## config.mk

```make
export PLATFORM = sky130hd
export DESIGN_NAME = pol_fault_protection_monitor
export DESIGN_NICKNAME = d
export VERILOG_FILES = /design/src/rtl/pol_pkg.sv /design/src/rtl/fault_delay.sv /design/src/rtl/hiccup_timer.sv /design/src/rtl/pol_fault_protection_monitor.sv
export VERILOG_INCLUDE_DIRS = /design/src /design/src/rtl
export SDC_FILE = /design/constraint.sdc
export NUM_CORES = 1
export LEC_CHECK = 0
export BUFFER_PORTS_ARGS = -buffer_cell sky130_fd_sc_hd__clkbuf_2
export CORE_AREA = 2 2 313 315
export DETAILED_ROUTE_END_ITERATION = 8
export DIE_AREA = 0 0 315 317
export GPL_TIMING_DRIVEN = 0
export PLACE_DENSITY = 0.47
export REMOVE_ABC_BUFFERS = 1
export SYNTH_ARGS = -nofsm -noshare
export SYNTH_HDL_FRONTEND = slang
export SYNTH_HIERARCHICAL = 1
export SYNTH_SLANG_ARGS = --single-unit
```

## constraint.sdc

```tcl
create_clock -name sys_clk -period 8.3 [get_ports sys_clk]
set_input_delay 0 -clock sys_clk [delete_from_list [all_inputs] [get_ports sys_clk]]
set_output_delay 0 -clock sys_clk [all_outputs]
set_load 0.005 [all_outputs]
```

## src/rtl/pol_regs.svh

```systemverilog
`ifndef POL_REGS_SVH
`define POL_REGS_SVH

// register byte offsets
`define CTRL_ADDR 8'h00
`define SETPOINT_ADDR 8'h04
`define STATUS_ADDR 8'h08
`define CLEAR_ADDR 8'h0C

// control field positions
`define CTRL_OC_LSB 0
`define CTRL_OV_LSB 4
`define CTRL_UV_LSB 6
`define CTRL_PG_BIT 8
`define CTRL_LATCH_LSB 9
`define CTRL_TRK_BIT 14

// reset values
`define OC_CODE_RST 4'hA
`define OV_CODE_RST 2'h2
`define UV_CODE_RST 2'h0
`define PG_CODE_RST 1'h0
`define LATCH_RST 5'h00
`define TRK_EN_RST 1'h0
`define VSET_RST 13'h01F4

// threshold figures
`define OC_MAX_CODE 4'hA
`define OC_BASE_PCT 8'h3C
`define OC_STEP_PCT 8'h0B
`define OV_MAX_CODE 2'h2
`define OV_BASE_PCT 8'h6E
`define OV_STEP_PCT 8'h0A
`define OV_FLOOR_MV 13'h03E8
`define UV_MAX_CODE 2'h2
`define UV_BASE_PCT 8'h4B
`define UV_STEP_PCT 8'h05
`define PG_LO_BASE_PCT 8'h5A
`define PG_LO_STEP_PCT 8'h05
`define PG_HI_PCT 8'h6E
`define RATED_MA 32'h00003A98
`define OT_TRIP_C 10'h082
`define OT_REARM_C 10'h078
`define WARN_C 10'h078
`define WARN_HYST_C 10'h003
`define TRK_LIMIT_MV 14'h00FA

// timing
`define CLK_PERIOD_NS 100
`define FAULT_DELAY_NS 6000
`define FAULT_DELAY_CYC (`FAULT_DELAY_NS / `CLK_PERIOD_NS)
`define RETRY_PERIOD_MS 130
`define RETRY_CYC ((`RETRY_PERIOD_MS * 1000000) / `CLK_PERIOD_NS)

`endif

```

## src/rtl/pol_pkg.sv

```systemverilog
package pol_pkg;
    typedef logic [12:0] millivolt_type;
    typedef logic [15:0] milliamp_type;
    typedef logic signed [9:0] celsius_type;
    // protections that can turn the output off
    typedef enum {CH_OC, CH_OV, CH_UV, CH_OT, CH_TRK, CH_COUNT} fault_ch_type;
    // conditions that pass through the 6 us qualifier
    typedef enum {QU_OV, QU_UV, QU_OT, QU_TRK, QU_WARN, QU_PG, QU_COUNT} qual_type;
endpackage : pol_pkg

```

## src/rtl/fault_delay.sv

```systemverilog
`timescale 1ns/1ps
`default_nettype none
`include "pol_regs.svh"

module fault_delay (
    // clock and reset
    input wire logic sys_clk,
    input wire logic rst_n,
    // condition in, qualified level out
    input wire logic cond,
    output logic level
);
    localparam int unsigned DELAY = `FAULT_DELAY_CYC;

    logic [7:0] count;

    // the level follows cond only after cond has differed for DELAY cycles
    always_ff @(posedge sys_clk) begin
        if (!rst_n) begin
            count <= 8'h00;
            level <= 1'b0;
        end else if (cond == level) begin
            count <= 8'h00;
        end else if (count == 8'(DELAY - 1)) begin
            count <= 8'h00;
            level <= cond;
        end else begin
            count <= count + 8'h01;
        end
    end

    AST_DELAY_HOLD: assert property (@(posedge sys_clk) disable iff (!rst_n)
        (level != $past(level)) |-> ($past(count) == 8'(DELAY - 1)) && ($past(cond) == level))
        else $error("qualified level changed before the delay ran out");
endmodule : fault_delay
`default_nettype wire

```

## src/rtl/hiccup_timer.sv

```systemverilog
`timescale 1ns/1ps
`default_nettype none

module hiccup_timer #(
    parameter int unsigned PERIOD = 1300000
) (
    // clock and reset
    input wire logic sys_clk,
    input wire logic rst_n,
    // run while a non-latched channel is off, done pulses each period
    input wire logic run,
    output logic done
);
    logic [31:0] count;

    always_ff @(posedge sys_clk) begin
        if (!rst_n || !run) begin
            count <= 32'h00000000;
            done <= 1'b0;
        end else if (count == PERIOD - 1) begin
            count <= 32'h00000000;
            done <= 1'b1;
        end else begin
            count <= count + 32'h00000001;
            done <= 1'b0;
        end
    end
endmodule : hiccup_timer
`default_nettype wire

```

## src/rtl/pol_fault_protection_monitor.sv

```systemverilog
// Our own choices: the AHB-Lite slave port and the register offsets.
`timescale 1ns/1ps
`default_nettype none
`include "pol_regs.svh"

module pol_fault_protection_monitor #(
    parameter int unsigned RETRY_CYCLES = `RETRY_CYC
) (
    // clock and reset
    input wire logic sys_clk,
    input wire logic rst_n,
    // ahb-lite slave
    input wire logic hsel,
    input wire logic [31:0] haddr,
    input wire logic [1:0] htrans,
    input wire logic hwrite,
    input wire logic [2:0] hsize,
    input wire logic [31:0] hwdata,
    input wire logic hready,
    output logic hreadyout,
    output logic [31:0] hrdata,
    output logic hresp,
    // sensed quantities from the controller's converters
    input wire pol_pkg::millivolt_type vout_mv,
    input wire pol_pkg::millivolt_type vref_mv,
    input wire pol_pkg::milliamp_type iout_ma,
    input wire pol_pkg::celsius_type temp_c,
    // power stage state
    input wire logic ramp_active,
    input wire logic output_on,
    // protection outputs
    output logic turn_off,
    output logic power_good_output,
    output logic ot_warning
);
    import pol_pkg::*;

    localparam int NCH = int'(CH_COUNT);
    localparam int NQ = int'(QU_COUNT);

    // configuration
    logic [3:0] oc_code;
    logic [1:0] ov_code;
    logic [1:0] uv_code;
    logic pg_code;
    logic [NCH-1:0] latch_mode;
    logic trk_en;
    millivolt_type vset;

    // bus state
    logic wr_pend;
    logic [7:0] wr_addr;
    logic [31:0] next_rdata;
    logic [NCH-1:0] clear_req;

    // protection state
    logic [NCH-1:0] tripped;
    logic [NCH-1:0] fault_set;
    logic [NCH-1:0] retry_done;
    logic [NQ-1:0] qcond;
    logic [NQ-1:0] qlvl;

    // derived thresholds and scaled values
    logic [7:0] oc_pct;
    logic [7:0] ov_pct;
    logic [7:0] uv_pct;
    logic [7:0] pg_lo_pct;
    logic [31:0] vout_x100;
    logic [31:0] iout_x100;
    logic [13:0] trk_err;
    logic oc_hit;
    logic ov_hit;
    logic uv_hit;
    logic trk_hit;
    logic in_window;

    // ---------------- bus slave ----------------
    // zero wait state, every access answered OKAY
    assign hreadyout = 1'b1;
    assign hresp = 1'b0;

    always_ff @(posedge sys_clk) begin
        if (!rst_n) begin
            wr_pend <= 1'b0;
            wr_addr <= 8'h00;
        end else begin
            wr_pend <= hsel && htrans[1] && hready && hwrite;
            wr_addr <= haddr[7:0];
        end
    end

    // read data is fetched in the address phase and stands through the data phase
    always_comb begin
        next_rdata = 32'h00000000;
        if (haddr[7:0] == `CTRL_ADDR) begin
            next_rdata[`CTRL_OC_LSB +: 4] = oc_code;
            next_rdata[`CTRL_OV_LSB +: 2] = ov_code;
            next_rdata[`CTRL_UV_LSB +: 2] = uv_code;
            next_rdata[`CTRL_PG_BIT] = pg_code;
            next_rdata[`CTRL_LATCH_LSB +: NCH] = latch_mode;
            next_rdata[`CTRL_TRK_BIT] = trk_en;
        end else if (haddr[7:0] == `SETPOINT_ADDR) begin
            next_rdata[12:0] = vset;
        end else if (haddr[7:0] == `STATUS_ADDR) begin
            next_rdata[NCH-1:0] = tripped;
            next_rdata[5] = ot_warning;
            next_rdata[6] = power_good_output;
            next_rdata[7] = turn_off;
            next_rdata[8 +: NQ] = qlvl;
        end
    end

    always_ff @(posedge sys_clk) begin
        if (!rst_n) begin
            hrdata <= 32'h00000000;
        end else if (hsel && htrans[1] && hready && !hwrite) begin
            hrdata <= next_rdata;
        end
    end

    // out-of-range codes are clamped so the threshold stays within its span
    always_ff @(posedge sys_clk) begin
        if (!rst_n) begin
            oc_code <= `OC_CODE_RST;
            ov_code <= `OV_CODE_RST;
            uv_code <= `UV_CODE_RST;
            pg_code <= `PG_CODE_RST;
            latch_mode <= `LATCH_RST;
            trk_en <= `TRK_EN_RST;
        end else if (wr_pend && wr_addr == `CTRL_ADDR) begin
            oc_code <= (hwdata[`CTRL_OC_LSB +: 4] > `OC_MAX_CODE) ? `OC_MAX_CODE
                       : hwdata[`CTRL_OC_LSB +: 4];
            ov_code <= (hwdata[`CTRL_OV_LSB +: 2] > `OV_MAX_CODE) ? `OV_MAX_CODE
                       : hwdata[`CTRL_OV_LSB +: 2];
            uv_code <= (hwdata[`CTRL_UV_LSB +: 2] > `UV_MAX_CODE) ? `UV_MAX_CODE
                       : hwdata[`CTRL_UV_LSB +: 2];
            pg_code <= hwdata[`CTRL_PG_BIT];
            latch_mode <= hwdata[`CTRL_LATCH_LSB +: NCH];
            trk_en <= hwdata[`CTRL_TRK_BIT];
        end
    end

    always_ff @(posedge sys_clk) begin
        if (!rst_n) begin
            vset <= `VSET_RST;
        end else if (wr_pend && wr_addr == `SETPOINT_ADDR) begin
            vset <= hwdata[12:0];
        end
    end

    // one-cycle request to release latched channels
    always_comb begin
        clear_req = '0;
        if (wr_pend && wr_addr == `CLEAR_ADDR) begin
            clear_req = hwdata[NCH-1:0];
        end
    end

    // ---------------- thresholds ----------------
    assign oc_pct = `OC_BASE_PCT + 8'(`OC_STEP_PCT * oc_code);
    assign ov_pct = `OV_BASE_PCT + 8'(`OV_STEP_PCT * ov_code);
    assign uv_pct = `UV_BASE_PCT + 8'(`UV_STEP_PCT * uv_code);
    assign pg_lo_pct = `PG_LO_BASE_PCT + (pg_code ? `PG_LO_STEP_PCT : 8'h00);
    assign vout_x100 = {19'h00000, vout_mv} * 32'h00000064;
    assign iout_x100 = {16'h0000, iout_ma} * 32'h00000064;
    assign trk_err = (vout_mv > vref_mv) ? {1'b0, vout_mv - vref_mv}
                                         : {1'b0, vref_mv - vout_mv};

    // overcurrent acts on the raw comparison, no qualifier delay is given for it
    assign oc_hit = iout_x100 > `RATED_MA * {24'h000000, oc_pct};
    // effective trip level is the larger of the percentage and the floor
    assign ov_hit = (vout_x100 > {19'h00000, vset} * {24'h000000, ov_pct})
                    && (vout_mv > `OV_FLOOR_MV);
    // undervoltage only means something once the output has finished ramping
    assign uv_hit = output_on && !ramp_active
                    && (vout_x100 < {19'h00000, vset} * {24'h000000, uv_pct});
    assign trk_hit = trk_en && ramp_active && (trk_err > `TRK_LIMIT_MV);
    assign in_window = (vout_x100 >= {19'h00000, vset} * {24'h000000, pg_lo_pct})
                       && (vout_x100 <= {19'h00000, vset} * {24'h000000, `PG_HI_PCT});

    // hysteresis is chosen by the qualified level, so the band edge moves with it
    always_comb begin
        qcond = '0;
        qcond[QU_OV] = ov_hit;
        qcond[QU_UV] = uv_hit;
        qcond[QU_OT] = qlvl[QU_OT] ? (temp_c > $signed(`OT_REARM_C))
                                   : (temp_c >= $signed(`OT_TRIP_C));
        qcond[QU_TRK] = trk_hit;
        qcond[QU_WARN] = qlvl[QU_WARN] ? (temp_c > $signed(`WARN_C - `WARN_HYST_C))
                                       : (temp_c >= $signed(`WARN_C));
        qcond[QU_PG] = in_window;
    end

    // each condition waits out the same 6 us before it is believed
    for (genvar q = 0; q < NQ; q++) begin : g_qual
        fault_delay u_delay (
            .sys_clk(sys_clk),
            .rst_n(rst_n),
            .cond(qcond[q]),
            .level(qlvl[q])
        );
    end

    // ---------------- fault channels ----------------
    assign fault_set[CH_OC] = oc_hit;
    assign fault_set[CH_OV] = qlvl[QU_OV];
    assign fault_set[CH_UV] = qlvl[QU_UV];
    assign fault_set[CH_OT] = qlvl[QU_OT];
    assign fault_set[CH_TRK] = qlvl[QU_TRK];

    // a fault that is present in the clearing cycle keeps the channel off
    for (genvar c = 0; c < NCH; c++) begin : g_chan
        hiccup_timer #(
            .PERIOD(RETRY_CYCLES)
        ) u_retry (
            .sys_clk(sys_clk),
            .rst_n(rst_n),
            .run(tripped[c] && !latch_mode[c]),
            .done(retry_done[c])
        );

        always_ff @(posedge sys_clk) begin
            if (!rst_n) begin
                tripped[c] <= 1'b0;
            end else if (fault_set[c]) begin
                tripped[c] <= 1'b1;
            end else if (latch_mode[c] ? clear_req[c] : retry_done[c]) begin
                tripped[c] <= 1'b0;
            end
        end
    end

    // ---------------- outputs ----------------
    always_ff @(posedge sys_clk) begin
        if (!rst_n) begin
            turn_off <= 1'b0;
            power_good_output <= 1'b0;
            ot_warning <= 1'b0;
        end else begin
            turn_off <= |tripped;
            power_good_output <= qlvl[QU_PG];
            ot_warning <= qlvl[QU_WARN];
        end
    end

    // ---------------- checks ----------------
    AST_OC_SPAN: assert property (@(posedge sys_clk) disable iff (!rst_n)
        (oc_pct >= `OC_BASE_PCT) && (oc_pct <= 8'hAA) && (oc_code <= `OC_MAX_CODE))
        else $error("overcurrent threshold outside its span");

    AST_OV_DEFAULT: assert property (@(posedge sys_clk)
        $past(!rst_n) |-> (ov_pct == 8'h82))
        else $error("overvoltage threshold not at its default after reset");

    AST_OV_FLOOR: assert property (@(posedge sys_clk) disable iff (!rst_n)
        $rose(qlvl[QU_OV]) |-> $past(vout_mv, 2) > `OV_FLOOR_MV)
        else $error("overvoltage tripped below one volt");

    AST_UV_DEFAULT: assert property (@(posedge sys_clk)
        $past(!rst_n) |-> (uv_pct == 8'h4B) && (pg_lo_pct == 8'h5A))
        else $error("undervoltage or power good default wrong");

    AST_OV_TURNOFF: assert property (@(posedge sys_clk) disable iff (!rst_n)
        $rose(qlvl[QU_OV]) |-> ##2 turn_off)
        else $error("turn-off not raised two cycles after qualified overvoltage");

    AST_OT_REARM: assert property (@(posedge sys_clk) disable iff (!rst_n)
        $fell(qlvl[QU_OT]) |-> ($past(temp_c, 2) <= $signed(`OT_REARM_C)))
        else $error("overtemperature released above the rearm level");

    AST_TRK_GATE: assert property (@(posedge sys_clk) disable iff (!rst_n)
        qcond[QU_TRK] |-> (trk_en && ramp_active))
        else $error("tracking check active outside an enabled ramp");

    AST_WARN_RISE: assert property (@(posedge sys_clk) disable iff (!rst_n)
        $rose(ot_warning) |-> ($past(temp_c, 2) >= $signed(`WARN_C)))
        else $error("warning raised below its threshold");

    AST_WARN_FALL: assert property (@(posedge sys_clk) disable iff (!rst_n)
        $fell(ot_warning) |-> ($past(temp_c, 2) <= $signed(`WARN_C - `WARN_HYST_C)))
        else $error("warning cleared inside its hysteresis");

    AST_PG_WINDOW: assert property (@(posedge sys_clk) disable iff (!rst_n)
        $changed(power_good_output) |-> (power_good_output == $past(in_window, 2)))
        else $error("power good changed against the window");

    AST_LATCH_HOLD: assert property (@(posedge sys_clk) disable iff (!rst_n)
        (tripped[CH_OV] && latch_mode[CH_OV] && !clear_req[CH_OV]) |=> tripped[CH_OV])
        else $error("latched overvoltage released without a clear");

    AST_OC_TRIP: assert property (@(posedge sys_clk) disable iff (!rst_n)
        oc_hit |=> tripped[CH_OC])
        else $error("overcurrent seen but channel not tripped");

    AST_OV_SPAN: assert property (@(posedge sys_clk) disable iff (!rst_n)
        (ov_pct >= 8'h6E) && (ov_pct <= 8'h82))
        else $error("overvoltage threshold outside its span");

    AST_UV_SPAN: assert property (@(posedge sys_clk) disable iff (!rst_n)
        (uv_pct >= 8'h4B) && (uv_pct <= 8'h55))
        else $error("undervoltage threshold outside its span");

    AST_UV_GATE: assert property (@(posedge sys_clk) disable iff (!rst_n)
        $rose(qlvl[QU_UV]) |-> $past(output_on, 2) && !$past(ramp_active, 2))
        else $error("undervoltage qualified while the output was not regulating");

    AST_UV_TURNOFF: assert property (@(posedge sys_clk) disable iff (!rst_n)
        $rose(qlvl[QU_UV]) |-> ##2 turn_off)
        else $error("turn-off not raised after qualified undervoltage");

    AST_OT_TURNOFF: assert property (@(posedge sys_clk) disable iff (!rst_n)
        $rose(qlvl[QU_OT]) |-> ##2 turn_off)
        else $error("turn-off not raised after qualified overtemperature");

    AST_TRK_TURNOFF: assert property (@(posedge sys_clk) disable iff (!rst_n)
        $rose(qlvl[QU_TRK]) |-> ##2 turn_off)
        else $error("turn-off not raised after qualified tracking error");

    AST_TURNOFF_OR: assert property (@(posedge sys_clk) disable iff (!rst_n)
        turn_off == $past(|tripped))
        else $error("turn-off does not follow the tripped channels");

    AST_OT_TRIP: assert property (@(posedge sys_clk) disable iff (!rst_n)
        $rose(qlvl[QU_OT]) |-> ($past(temp_c, 2) >= $signed(`OT_TRIP_C)))
        else $error("overtemperature tripped below its threshold");

    AST_TRK_LIMIT: assert property (@(posedge sys_clk) disable iff (!rst_n)
        $rose(qlvl[QU_TRK]) |-> ($past(trk_err, 2) > `TRK_LIMIT_MV))
        else $error("tracking tripped inside its error band");

    AST_WARN_LEVEL: assert property (@(posedge sys_clk) disable iff (!rst_n)
        $changed(ot_warning) |-> (ot_warning == $past(qlvl[QU_WARN])))
        else $error("warning changed against its qualified level");

    AST_PG_SPAN: assert property (@(posedge sys_clk) disable iff (!rst_n)
        (pg_lo_pct == 8'h5A) || (pg_lo_pct == 8'h5F))
        else $error("power good lower threshold outside its span");

    AST_PG_LEVEL: assert property (@(posedge sys_clk) disable iff (!rst_n)
        $changed(power_good_output) |-> (power_good_output == $past(qlvl[QU_PG])))
        else $error("power good changed against its qualified level");

    AST_RETRY_HOLD: assert property (@(posedge sys_clk) disable iff (!rst_n)
        (tripped[CH_OT] && fault_set[CH_OT]) |=> tripped[CH_OT])
        else $error("overtemperature channel released while the fault stands");
endmodule : pol_fault_protection_monitor
`default_nettype wire

```

==> impl_metrics.yaml, run 1 <==
cts:
  htreeDepth: 1
  cts_buffers: 30
  root_buffer: "clkbuf_16"
  path_clk_slew_ns: 0.06
  cts_tree: "built"
  cts_sinks: 279
  clkLatencyLatePin_ns: 0.59
  clock_path_buffers: 3
routing:
  wirelength_um: 76700
  firstDrtPassIters: 6
  drt-initial-drc-count: 1183
  post-route-drc-count: 0
  wl_per_cell_um: 15.4
  vias_per_cell: 4.98
  drtAntennaViolNets: 0
  num_vias: 24900
min_path:
  hp-start: "temp_c[8]"
  whs_path_depth: 6
  hold_end: "g_qual[2].u_delay/count[6]"
  min_path_type: "in2reg"
floorplanning:
  die_w_um: 315
  initial_utilization_pct: 31.9
  dieArea_sq_um: 99900
  coreArea_sq_um: 96300
  die_h_um: 317
  io_pins: 165
  rows: 114
sta:
  max_freq_mhz: 128
  hold_ws_ns: 0.0543
  rsz0062_at_grt: "false"
  drv_slew: 0
  finalSetupViolCount: 0
  max_slew_margin_pct: 27.4
  timing.final.hold_violations: 0
  post-route-period-util_pct: 94.4
  skew_ns: 0.0387
  fin_crit_ns: 7.83
  worstMarginPinSlew_ns: 1.09
global_routing:
  grt_overflow: 0
  use_met2_pct: 24.7
  grt_pass1_wl_um: 127000
  grt_usage_pct: 15.4
  use_met1_pct: 22.4
  grt_max_degree: 84
  antenna_found_initial: 6
  grt_use_met3_pct: 1.87
  grt_pass1_vias: 23800
  busiest_layer: "met2"
synth:
  synth_compound_area_share_pct: 16.1
  synth_top_family_by_area: "adder cells"
  synthMuxAreaShare_pct: 0.733
  synth_xor_area_share_pct: 4.85
  ys_seq_area_share_pct: 18.2
  synth-adder-area-share_pct: 32.8
  async_reset_ff_share_pct: 0
  synthCells: 3627
  synth_seq_cells: 279
  syn_area_sq_um: 30700
  synth-main-ff-cell: "dfxtp_1"
  synth-simple-area-share_pct: 19.2
  ys_warn_count: 6
  avgSynthCellArea_sq_um: 8.47
  synthDistinctLibCells: 90
  synth_edf_count: 0
layout:
  stdcell_count: 4995
  drive_above_1_share_pct: 6.73
  area_delta_synth_final_pct: 10.7
  finish.utilization_pct: 35.3
  final_nets: 4502
  nFillCells: 10100
  layout_commonest_cell: "inv_1"
  most-common-layout-cells: "inv_1 (490), ha_1 (476), dfxtp_1 (265), nand2_1 (248), a21oi_1 (216)"
setup_path:
  r2r-start: "ov_code[0]"
  r2r_end: "g_qual[0].u_delay/count[5]"
  crit_type: "reg2reg"
  cp_max_fo: 16
  required_ns: 8.81
  rr_worst_depth: 27
  start_kind: "flip-flop"
  rrSetupSlack_ns: 0.47
  worstPathArrival_ns: 8.34
  critPathCaptureType: "flip-flop"
run_status:
  status: "completed"
run:
  maxCapViolCount: 0
place:
  port_buffers: 100
  dp_hpwl_um: 60400
  gp_congestion: 0.810
  placed_cells: 4901
pwr:
  p_seq_share_pct: 33.5
  finalPower_uw: 4080
  p_int_uw: 2760
  comb_power_share_pct: 30.2
  power.density_nw_per_um2: 120
  p_leak_uw: 0.0151
  peakVddDrop_uv: 167
  swShare_pct: 32.4
  pwr-share-clk_pct: 36.2
  p_sw_uw: 1320
-- routing by layer --
metal / routed length (um) / share of wire, %
met5: 27 / 0.035
met4: 854 / 1.1
met3: 2890 / 3.8
met2: 33700 / 44
met1: 39300 / 51
-- sequential cells by signal, indices dropped and copies added, names as in the netlist, 6 cells and up --
signal and count:
vset 13, wr_addr 8, g_qual.u_delay/count 48, g_chan.u_retry/count 160, hrdata 15, g_qual.u_delay/level 6
-- power groups by stage --
| stage | clock network, uW | registers, uW | logic [uW] |
|---|---|---|---|
| after floorplan | 0 | 1390 | 872 |
| after global placement | 0 | 1400 | 1220 |
| after detailed placement | 0 | 1400 | 1220 |
| after CTS | 1530 | 1370 | 1250 |
| after global routing | 1580 | 1370 | 1420 |
| final | 1480 | 1370 | 1230 |
-- worst max path at each step --
stage	startpoint	to	cells past startpoint
after detailed placement	vset[3]	g_qual[0].u_delay/count[5]	26
after CTS	oc_code[2]	tripped[0]	31
after floorplan	oc_code[2]	tripped[0]	32
after global routing	oc_code[2]	tripped[0]	31
after global placement	vset[3]	g_qual[0].u_delay/count[5]	26
final	ov_code[0]	g_qual[0].u_delay/count[5]	27
-- synth_stat cells, drive strengths merged (11+ instances only) --
cell type,n,area (sq um)
a211oi,17,128
and4,27,236
nand2b,31,194
buf,61,370
or2,11,68.8
o21ai,139,699
o21ba,11,110
nand2,249,937
nor3,50,250
o211ai,21,158
a31oi,27,169
or3,56,350
xor2,75,657
fa,203,4060
o31a,15,131
clkbuf,66,248
and2,63,394
a21boi,31,233
nor4b,11,96.3
nand3,102,541
xnor2,95,832
nor4,40,272
nor2,214,808
nor2b,51,319
and3,34,213
o21a,29,218
a221oi,17,149
a21o,61,458
inv,492,1850
o21bai,22,165
ha,480,6010
a21oi,217,1090
nor3b,11,82.6
dfxtp,279,5590
or4,61,458
mux2i,18,180
nand4,62,388
o31ai,65,527
-- logic make-up (layout without fill, tap and decap cells) --
kind of cell             after synthesis  in the layout
AO/OA/AOI/OAI                        746            746
XOR/XNOR                             170            170
adder cells (fa/ha/maj)              683            683
buffers and inverters                620            690
flip-flops                           279            279
multiplexers                          22             22
other                                  2             24
AND/OR/NAND/NOR                     1105           1105
-- repair_timing --
action	4_1_cts	5_1_grt
hold endpoints to repair	72	0
setup endpoints to repair	22	28
resized for setup	12	19
hold buffers	31	0
setup buffers	0	3
-- area by class of cell --
cell class | count | area (sq um) | area share (%)
clock buffer | 40 | 868 | 2.55
multi-input combinational | 2746 | 22900 | 67.2
timing repair buffer | 141 | 975 | 2.87
antenna | 4 | 10.0 | 0.0294
clock inverter | 16 | 235 | 0.692
sequential | 279 | 5610 | 16.5
inverter | 493 | 1860 | 5.46
tap | 1276 | 1600 | 4.70
-- critical path, stage by stage (launching register included) --
cell and delay, ns:
dfxtp_4 0.50, inv_1 0.11, ha_2 0.52, and2_1 0.19, fa_1 0.42, ha_1 0.29
inv_1 0.05, fa_1 0.50, fa_1 0.55, inv_1 0.04, ha_1 0.32, a21oi_1 0.22
o21ba_2 0.18, o21ai_1 0.14, a2111oi_2 0.44, nor3_1 0.15, or4_1 0.52, a21oi_1 0.18
xor2_1 0.10, ha_1 0.31, nand3_1 0.13, nor2b_1 0.21, a21oi_1 0.30, o2111ai_1 0.29
nor2_1 0.38, xor2_1 0.21, o311ai_0 0.27, a21oi_1 0.22
-- through the flow --
stage	worst slack (ns)	area (sq um)	TNS, ns
after floorplan	1.16	30200	0
after global placement	-0.468	32300	-6.45
after detailed placement	-0.406	32500	-4.83
after CTS	0.00968	33900	0
after global routing	0.00442	34000	0
final	0.467	34000	0
Power figures use the tool's default switching activity.
==> inputs of run 2 (changes only) <==
--- a/config.mk
+++ b/config.mk
@@ -11,6 +11,7 @@
 export DETAILED_ROUTE_END_ITERATION = 8
 export DIE_AREA = 0 0 315 317
 export GPL_TIMING_DRIVEN = 0
+export HOLD_SLACK_MARGIN = 0.06
 export PLACE_DENSITY = 0.47
 export REMOVE_ABC_BUFFERS = 1
 export SYNTH_ARGS = -nofsm -noshare
==> run 2 against run 1 <==
  * Clock skew about the same
  * Maximum frequency shrank 0.33%
  * Critical endpoint unchanged
  * Global-route usage hardly changed
  * Highest routed layer unchanged
  * Power is essentially flat
  * Clock power about the same
  * Worst setup slack worse by 0.026 ns
  * Sequential share of layout area is essentially flat
  * First-iteration DRC count shrank 3.6%
==> impl_metrics.yaml, run 2 (synthesis gave the netlist of run 1 again) <==
layout:
  drive_above_1_share_pct: 6.73
  nFillCells: 10100
  top_regs: "g_chan.u_retry/count x160, g_qual.u_delay/count x48, hrdata x15"
  seq_area_sq_um: 5610
  regMostFlops: "g_chan.u_retry/count"
  finish.utilization_pct: 35.3
  most-common-layout-cells: "inv_1 (490), ha_1 (476), dfxtp_1 (265), nand2_1 (248), a21oi_1 (216)"
  layout_commonest_cell: "inv_1"
  multi_input_area_sq_um: 22900
  area_delta_synth_final_pct: 10.7
  largest_reg_flops: 160
  final_nets: 4502
setup_path:
  critPathCaptureType: "flip-flop"
  required_ns: 8.81
  r2r-start: "ov_code[0]"
  cp_max_fo: 16
  worstSetupStartpoint: "ov_code[0]"
  crit_type: "reg2reg"
  worstPathArrival_ns: 8.37
  start_kind: "flip-flop"
place:
  port_buffers: 100
  dp_hpwl_um: 60400
  gp_congestion: 0.810
sta:
  hold_ws_ns: 0.141
  max_slew_margin_pct: 25.0
  fin_crit_ns: 7.86
  worstMarginPinSlew_ns: 1.12
  max_freq_mhz: 127
  post-route-period-util_pct: 94.7
  finalSetupViolCount: 0
  drv_slew: 0
  tns_ns: 0
  timing.final.hold_violations: 0
  rsz0062_at_grt: "false"
  skew_ns: 0.0385
floorplanning:
  coreArea_sq_um: 96300
  io_pins: 165
  initial_utilization_pct: 31.9
  die_h_um: 317
  die_w_um: 315
  dieArea_sq_um: 99900
  rows: 114
cts:
  cts_buffers: 30
  htreeDepth: 1
  cts_tree: "built"
  path_clk_slew_ns: 0.07
  clock_path_buffers: 3
  root_buffer: "clkbuf_16"
  cts_sinks: 279
  clkLatencyLatePin_ns: 0.59
routing:
  num_vias: 24900
  drt-initial-drc-count: 1141
  wirelength_um: 76800
  vias_per_cell: 4.99
  drtAntennaViolNets: 0
  wl_per_cell_um: 15.4
  post-route-drc-count: 0
  firstDrtPassIters: 6
run:
  maxCapViolCount: 0
pwr:
  p_leak_uw: 0.0151
  peakVddDrop_uv: 167
  power.density_nw_per_um2: 120
min_path:
  min_path_type: "in2reg"
  hp-start: "rst_n"
global_routing:
  grt_pass1_wl_um: 127000
  grt_max_degree: 84
  antenna_found_initial: 6
  grt_pass1_vias: 23800
  grt_overflow: 0
  grt_usage_pct: 15.4
run_status:
  status: "completed"
-- run 2: cell types whose count changed in the layout (fill, tap and decap cells not counted) --
| cell | before | now |
|---|---|---|
| diode_2 | 4 | 3 |
-- run 2: final cells by class --
type                    count  area share, %
multi-input cells        2746           67.2
flip-flops and latches    279           16.5
inverters                 493           5.46
well taps                1276           4.70
repair buffers            141           2.87
clock buffers              40           2.55
clock inverters            16          0.692
diodes                      3         0.0221
-- run 2: final timing paths --
kind                                     end  slack, ns  cells after the start
hold / removal                       vset[7]       0.14                      2
setup reg to reg  g_qual[0].u_delay/count[5]       0.44                     27
setup / recovery  g_qual[0].u_delay/count[5]       0.44                     27
hold reg to reg   g_chan[4].u_retry/count[0]       0.46                      1
-- run 2: metrics by stage --
| stage | setup WS [ns] | cell area [sq um] | std cells | power, uW |
|---|---|---|---|---|
| after CTS | 0.00968 | 33900 | 4988 | 4150 |
| after global placement | -0.468 | 32300 | 4894 | 2620 |
| after floorplan | 1.16 | 30200 | 3518 | 2260 |
| after detailed placement | -0.406 | 32500 | 4901 | 2620 |
| after global routing | 0.00442 | 34000 | 4993 | 4370 |
| final | 0.442 | 34000 | 4994 | 4080 |
-- run 2: what timing repair did --
item / in CTS / in global routing
setup buffers: 0 / 3
gates cloned: 0 / 0
hold endpoints to repair: 75 / 0
pin swaps: 0 / 0
endpoints found under the setup margin: 22 / 28
resized for setup: 12 / 19
hold buffers: 31 / 0
-- run 2: critical path, cell delays in order (launching register included) --
cell	delay [ns]
dfxtp_4	0.50
inv_1	0.11
ha_2	0.51
and2_1	0.19
fa_1	0.42
ha_1	0.29
inv_1	0.05
fa_1	0.50
fa_1	0.55
inv_1	0.04
ha_1	0.32
a21oi_1	0.22
o21ba_2	0.18
o21ai_1	0.14
a2111oi_2	0.44
nor3_1	0.15
or4_1	0.52
a21oi_1	0.18
xor2_1	0.10
ha_1	0.31
nand3_1	0.13
nor2b_1	0.20
a21oi_1	0.29
o2111ai_1	0.30
nor2_1	0.40
xor2_1	0.21
o311ai_0	0.27
a21oi_1	0.22
-- run 2: layer usage --
layer / part of all wire [%] / track usage [%] / routed length (um)
met3: 3.7 / 1.87 / 2880
met1: 51 / 22.4 / 39300
met4: 1.1 / 2.27 / 881
met2: 44 / 24.7 / 33600
met5: 0.035 / 0 / 27
-- run 2: report_power, final --
group          total (uW)  leakage [uW]  internal, uW  switching (uW)
combinational        1230        0.0123           516             718
sequential           1370       0.00225          1350            16.5
clock                1480      0.000550           893             587
